File: src/rtl/tioscc_pkg.sv
package tioscc_pkg;
	// ****************************************
	// field layout of a 4-bit I/O control field
	// ****************************************
	localparam int          FIELD_W       = 4;
	localparam int          BIT_CAPTURE   = 3;
	localparam int          BIT_LEVEL_SRC = 2;
	localparam int          BIT_ACT_HI    = 1;
	localparam int          BIT_ACT_LO    = 0;
	localparam logic [3:0]  FIELD_RESET   = 4'h0;
	localparam logic [1:0]  ACT_NONE      = 2'h0;
	localparam logic [1:0]  ACT_DRIVE0    = 2'h1;
	localparam logic [1:0]  ACT_DRIVE1    = 2'h2;
	localparam logic [1:0]  ACT_TOGGLE    = 2'h3;
	localparam int          CNT_W         = 16;
	localparam int          NUM_UNITS     = 3;
	localparam int          UNIT_CH2A     = 0;
	localparam int          UNIT_CH3A     = 1;
	localparam int          UNIT_CH3C     = 2;

	// decoded behaviour of one field
	typedef enum {TIOSCC_CMP_OFF, TIOSCC_CMP_OUT, TIOSCC_CAP_PIN, TIOSCC_CAP_CH4} tioscc_mode_t;
endpackage : tioscc_pkg

File: src/rtl/tioscc_top.sv
`timescale 1ns/1ps
// Function
// - field all zeros is compare with pin output off; this is the reset value.
// - compare mode: bit 2 gives initial level; low bits 01 drive 0 on match.
// - compare mode low bits 10 drive pin to 1 on each match after the entry cycle.
// - low bits 11 toggle on match; 00 with bit 2 set keeps output off.
// - bit 3 set, low 00 captures on rising pin edge; channel 2 ignores bit 2.
// - capture mode low bits 01 capture on falling pin edge.
// - capture mode with bit 1 set captures on both pin edges.
// - channel 3 A with bits 3 and 2 set captures on channel 4 counting.
// - channel 4 source captures whenever channel 4 counter counts up or down.
// - channel 3 C pin capture uses its own C pin.
// - with buffer mode on, the C field has no effect and makes no events.
module tioscc_top
	import tioscc_pkg::*;
#(
	parameter int W = tioscc_pkg::CNT_W
)
(
	input  wire logic                          clk,
	input  wire logic                          rst_n,
	input  wire logic [tioscc_pkg::FIELD_W-1:0] chan2_a_field,
	input  wire logic [tioscc_pkg::FIELD_W-1:0] chan3_a_field,
	input  wire logic [tioscc_pkg::FIELD_W-1:0] chan3_c_field,
	input  wire logic                          buffer_a_enable,
	input  wire logic                          chan2_match_a,
	input  wire logic                          chan3_match_a,
	input  wire logic                          chan3_match_c,
	input  wire logic                          chan2_pin_a_in,
	input  wire logic                          chan3_pin_a_in,
	input  wire logic                          chan3_pin_c_in,
	input  wire logic                          chan4_count_up,
	input  wire logic                          chan4_count_down,
	input  wire logic [W-1:0]                  chan2_counter,
	input  wire logic [W-1:0]                  chan3_counter,
	output logic                               chan2_pin_a_out,
	output logic                               chan2_pin_a_oe_n,
	output logic                               chan3_pin_a_out,
	output logic                               chan3_pin_a_oe_n,
	output logic                               chan3_pin_c_out,
	output logic                               chan3_pin_c_oe_n,
	output logic [W-1:0]                       chan2_general_reg_a,
	output logic [W-1:0]                       chan3_general_reg_a,
	output logic [W-1:0]                       chan3_general_reg_c,
	output logic [NUM_UNITS-1:0]               capture_pulse
);
	// ****************************************
	// per-unit wiring
	// ****************************************
	// channel 4 activity: either direction counts as one event
	wire logic ch4_evt_w = chan4_count_up || chan4_count_down;

	wire logic [FIELD_W-1:0] field_w   [NUM_UNITS];
	wire logic               inhibit_w [NUM_UNITS];
	wire logic               match_w   [NUM_UNITS];
	wire logic               pin_in_w  [NUM_UNITS];
	wire logic [W-1:0]       cnt_w     [NUM_UNITS];
	wire logic               pout_w    [NUM_UNITS];
	wire logic               poe_w     [NUM_UNITS];
	wire logic [W-1:0]       greg_w    [NUM_UNITS];

	// channel 2 A sees no channel 4 source, so its bit 2 is a don't-care in capture
	assign field_w[UNIT_CH2A]   = chan2_a_field;
	assign field_w[UNIT_CH3A]   = chan3_a_field;
	assign field_w[UNIT_CH3C]   = chan3_c_field;
	assign inhibit_w[UNIT_CH2A] = 1'b0;
	assign inhibit_w[UNIT_CH3A] = 1'b0;
	assign inhibit_w[UNIT_CH3C] = buffer_a_enable;
	assign match_w[UNIT_CH2A]   = chan2_match_a;
	assign match_w[UNIT_CH3A]   = chan3_match_a;
	assign match_w[UNIT_CH3C]   = chan3_match_c;
	assign pin_in_w[UNIT_CH2A]  = chan2_pin_a_in;
	assign pin_in_w[UNIT_CH3A]  = chan3_pin_a_in;
	assign pin_in_w[UNIT_CH3C]  = chan3_pin_c_in;
	assign cnt_w[UNIT_CH2A]     = chan2_counter;
	assign cnt_w[UNIT_CH3A]     = chan3_counter;
	assign cnt_w[UNIT_CH3C]     = chan3_counter;

	// ****************************************
	// unit instances
	// ****************************************
	// all outputs leave straight from flip-flops inside each unit
	genvar u;
	generate
		for (u = 0; u < NUM_UNITS; u++)
		begin : g_unit
			tioscc_unit #(
				.W          (W),
				.CH4_SOURCE (u != UNIT_CH2A)
			) u_unit (
				.clk             (clk),
				.rst_n           (rst_n),
				.field           (field_w[u]),
				.inhibit         (inhibit_w[u]),
				.compare_match   (match_w[u]),
				.pin_in          (pin_in_w[u]),
				.ch4_count_event (ch4_evt_w),
				.counter         (cnt_w[u]),
				.pin_out         (pout_w[u]),
				.pin_oe_n        (poe_w[u]),
				.general_reg     (greg_w[u]),
				.capture_event   (capture_pulse[u])
			);
		end
	endgenerate

	// ****************************************
	// outputs
	// ****************************************
	assign chan2_pin_a_out     = pout_w[UNIT_CH2A];
	assign chan2_pin_a_oe_n    = poe_w[UNIT_CH2A];
	assign chan3_pin_a_out     = pout_w[UNIT_CH3A];
	assign chan3_pin_a_oe_n    = poe_w[UNIT_CH3A];
	assign chan3_pin_c_out     = pout_w[UNIT_CH3C];
	assign chan3_pin_c_oe_n    = poe_w[UNIT_CH3C];
	assign chan2_general_reg_a = greg_w[UNIT_CH2A];
	assign chan3_general_reg_a = greg_w[UNIT_CH3A];
	assign chan3_general_reg_c = greg_w[UNIT_CH3C];
endmodule : tioscc_top

File: src/rtl/tioscc_unit.sv
`timescale 1ns/1ps
// one I/O control unit: decodes a field, drives its pin, captures the counter
module tioscc_unit
	import tioscc_pkg::*;
#(
	parameter int W          = tioscc_pkg::CNT_W,
	parameter bit CH4_SOURCE = 1'b0
)
(
	input  wire logic                          clk,
	input  wire logic                          rst_n,
	input  wire logic [tioscc_pkg::FIELD_W-1:0] field,
	input  wire logic                          inhibit,
	input  wire logic                          compare_match,
	input  wire logic                          pin_in,
	input  wire logic                          ch4_count_event,
	input  wire logic [W-1:0]                  counter,
	output logic                               pin_out,
	output logic                               pin_oe_n,
	output logic [W-1:0]                       general_reg,
	output logic                               capture_event
);
	// ****************************************
	// field decode
	// ****************************************
	wire logic       cap_sel   = field[BIT_CAPTURE];
	wire logic       lvl_src   = field[BIT_LEVEL_SRC];
	wire logic [1:0] action    = {field[BIT_ACT_HI], field[BIT_ACT_LO]};
	tioscc_mode_t    mode;
	always_comb
	begin
		if (inhibit)
			mode = TIOSCC_CMP_OFF;
		else if (!cap_sel && action == ACT_NONE)
			mode = TIOSCC_CMP_OFF;
		else if (!cap_sel)
			mode = TIOSCC_CMP_OUT;
		else if (CH4_SOURCE && lvl_src)
			mode = TIOSCC_CAP_CH4;
		else
			mode = TIOSCC_CAP_PIN;
	end

	// ****************************************
	// pin edge detection
	// ****************************************
	logic pin_prev_reg;
	wire logic rise_w = pin_in && !pin_prev_reg;
	wire logic fall_w = !pin_in && pin_prev_reg;
	wire logic pin_edge_w = action[1] ? (rise_w || fall_w)
	                       : (action[0] ? fall_w : rise_w);
	wire logic cap_w = (mode == TIOSCC_CAP_PIN && pin_edge_w) ||
	                   (mode == TIOSCC_CAP_CH4 && ch4_count_event);

	// ****************************************
	// compare output level
	// ****************************************
	logic pin_out_next;
	logic mode_out_prev_reg;
	wire logic entering_w = (mode == TIOSCC_CMP_OUT) && !mode_out_prev_reg;
	always_comb
	begin
		pin_out_next = pin_out;
		if (entering_w)
			pin_out_next = lvl_src;
		else if (mode == TIOSCC_CMP_OUT && compare_match)
		begin
			unique case (action)
				ACT_DRIVE0: pin_out_next = 1'b0;
				ACT_DRIVE1: pin_out_next = 1'b1;
				ACT_TOGGLE: pin_out_next = !pin_out;
				ACT_NONE:   pin_out_next = pin_out;
			endcase
		end
	end

	// registers; capture takes the counter as it stands when the edge is seen
	always_ff @(posedge clk)
	begin
		if (!rst_n)
		begin
			pin_prev_reg      <= 1'b0;
			mode_out_prev_reg <= 1'b0;
			pin_out           <= 1'b0;
			pin_oe_n          <= 1'b1;
			general_reg       <= '0;
			capture_event     <= 1'b0;
		end
		else
		begin
			pin_prev_reg      <= pin_in;
			mode_out_prev_reg <= (mode == TIOSCC_CMP_OUT);
			pin_out           <= pin_out_next;
			pin_oe_n          <= (mode != TIOSCC_CMP_OUT);
			capture_event     <= cap_w;
			if (cap_w)
				general_reg <= counter;
		end
	end
endmodule : tioscc_unit

File: config.mk
export PLATFORM = sky130hd
export DESIGN_NAME = tioscc_top
export DESIGN_NICKNAME = d
export VERILOG_FILES = /design/src/rtl/tioscc_pkg.sv /design/src/rtl/tioscc_top.sv /design/src/rtl/tioscc_unit.sv
export SDC_FILE = /design/constraint.sdc
export NUM_CORES = 1
export LEC_CHECK = 0
export BUFFER_PORTS_ARGS = -buffer_cell sky130_fd_sc_hd__buf_2
export CORE_MARGIN = 2
export CORE_UTILIZATION = 42
export CTS_CLUSTER_SIZE = 12
export DETAILED_ROUTE_END_ITERATION = 10
export PLACE_DENSITY = 0.75
export SYNTH_ARGS = -nofsm -noshare
export SYNTH_HDL_FRONTEND = slang
export SYNTH_SLANG_ARGS = --single-unit
export TNS_END_PERCENT = 1
File: constraint.sdc
create_clock -name clk -period 1.5 [get_ports clk]
set_clock_uncertainty 0.1 [all_clocks]
set_input_delay 0.075 -clock clk [delete_from_list [all_inputs] [get_ports clk]]
set_output_delay 0.075 -clock clk [all_outputs]
set_load 0.005 [all_outputs]
==> metrics.txt <==
placed cell area 3180 sq um; row cnt 28; minimum clock period 1.65 ns; async set or reset register ratio after synthesis 0; ratio of cells with drive above 1 in the final layout 0.350; Tot Pwr 3830 uW; Post-synth EDFFs 0; drt initial violations 75; clock root buffer clkbuf_8; fillers 453; prevailing post-synth register cell dfxtp_1; FF+latch count, synth 63; average instance area after synthesis 8.91 sq um; total CTS buffers 9; post-synth net total 344; Startpoint Class flip-flop; synth top area cells dfxtp_1 (50%), mux2i_1 (13%), nand2_1 (10%), nand3_1 (3.4%), ha_1 (3.0%); Residual DRC 0; die height 81.5 um; Final period util 1.10; P&R area growth vs syn 56.8%; Mapped Area 2520 sq um; Antenna diodes 0; Clock Pin Slew Worst Setup and Hold Paths 0.07 ns; vias in the first global route 2323; number of port buffers 111; # setup viols final 49; hpwl dp 3940 um; Via density 4.67; power density cells 969 nW/um^2; initial core utilization 0.431; # nets final 499; WP data arrival 1.81 ns; vias 2418; RSZ-0062 raised after global routing yes; Final Max Tran Viols 0; drt wl/cell 12.8 um; die area 6640 sq um; clk sinks 63; register area 1260 sq um; Antenna Nets Post-Route 0; fin worst setup slack -0.155 ns; max cap viols 0; Routability Congestion 0.798; max reg flops 48; initial antenna violation count 0; CP Capture Type flip-flop; multi-input logic area 1220 sq um; achievable frequency 604 MHz; post-route cell area 3960 sq um; Yosys cell types 32; violated checks negative setup slack; Hold Fails Final Rpt 0; clk_lat worst skew 0.33 ns; Bufs on Longest Clock Path 2; status complete, but fails checks; leak pwr 0.00185 uW; Yosys top cell area share 0.500; drt first pass iters 4; CTS tree yes; Core Region 5850 sq um; post-synthesis sequential area ratio 0.500; Ports 112; Max-Slew Margin vs Limit 0.764; DRT Wirelength 6660 um; Synth top cells by count nand2_1 (70), dfxtp_1 (63), mux2i_1 (32); worst slew pin tran 0.353 ns; first-pass GRT wire length 9940 um; Crit Path Class flip-flop to flip-flop; Critical Path Fanout Max 8; most frequent cell after synthesis nand2_1; grt total ovfl 0; Die W 81.5 um; hold crit path type input port to flip-flop; H-tree depth 3; Post-Synthesis Cells 283; setup slack at placement -0.128 ns; Yosys top cell by area dfxtp_1; GRT Total Usage 0.197; WP data required 1.66 ns; VDD IR-drop max 0.608 mV; Yosys Warn Count 0; largest net degree at the start of global routing 84
-- cell usage in the layout, fill, tap and decap left out, types with 2 or more instances in the layout --
cell	instances
a21oi_1	10
and2_1	2
buf_12	4
buf_2	111
clkbuf_8	12
clkinvlp_4	2
dfxtp_1	60
dfxtp_2	3
dlygate4sd3_1	45
ha_1	2
ha_4	4
inv_1	13
inv_2	2
mux2i_1	32
nand2_1	68
nand2_2	2
nand2b_1	2
nand3_1	16
nor2_1	9
nor3_1	2
o21ai_0	9
o21ai_1	9
o21bai_1	2
or2_2	2
-- report_power, final --
group	switching [uW]	internal (uW)	total (uW)
sequential	48.1	1770	1820
combinational	287	340	627
clock	650	735	1380
total	986	2850	3830
-- metrics by stage --
stage                     hold WS [ns]  TNS (ns)  utilization  instances
after floorplan                 0.0662     -1.16            -        283
after global placement           0.208     -1.31        0.544        456
after detailed placement         0.211     -3.26        0.544        456
after CTS                     0.000173     -2.96        0.656        517
after global routing            0.0313     -6.82        0.676        518
final                           0.0189     -3.03        0.676        518
-- repair_timing --
action | CTS | global route
setup buffers | 0 | 1
setup endpoints to repair | 50 | 51
hold endpoints to repair | 58 | 0
gates resized for setup | 5 | 17
cloned | 0 | 1
hold buffers | 45 | 0
pin swaps | 2 | 5
-- layout make-up --
type                            count  share of cell area
Timing Repair Buffer              163               0.286
Tap cell                           75              0.0237
Multi-Input combinational cell    186               0.307
Sequential cell                    63               0.320
Inverter                           15              0.0142
Clock buffer                       12              0.0418
Clock inverter                      4             0.00728
-- cell families (layout without fill, tap and decap cells) --
family	after synthesis	after routing	synth area share
simple gates	111	111	0.190
flops	63	63	0.500
compound gates	36	36	0.0818
buf+inv	34	194	0.0665
mux	33	33	0.131
fa+ha+maj	6	6	0.0298
-- worst max-delay path, stage by stage, from the launching register on --
cell and delay [ns]:
dfxtp_2 0.33, inv_2 0.06, ha_4 0.11, nor2b_4 0.15, a211oi_4 0.05, o32ai_4 0.36, clkbuf_16 0.24, mux2i_1 0.17
-- metal layers --
| layer | vias to the layer above | global-route usage | routed length, um |
|---|---|---|---|
| li1 | 1241 | - | - |
| met4 | 0 | 0.0966 | 78 |
| met1 | 1082 | 0.210 | 2760 |
| met2 | 86 | 0.353 | 3330 |
| met5 | - | 0 | 0 |
| met3 | 9 | 0.0593 | 487 |
-- final timing paths --
path / startpoint / endpoint / slack (ns) / depth (start not counted)
worst max-delay path: g_unit[2].u_unit.pin_prev_reg / g_unit[2].u_unit.general_reg[3] / -0.15 / 7
worst min-delay path: chan2_a_field[0] / g_unit[0].u_unit.pin_out / 0.02 / 4
worst max register to register: g_unit[2].u_unit.pin_prev_reg / g_unit[2].u_unit.general_reg[3] / -0.15 / 7
worst min register to register: g_unit[0].u_unit.general_reg[8] / g_unit[0].u_unit.general_reg[8] / 0.35 / 2
Note: power is estimated with default switching activity, not from simulation.
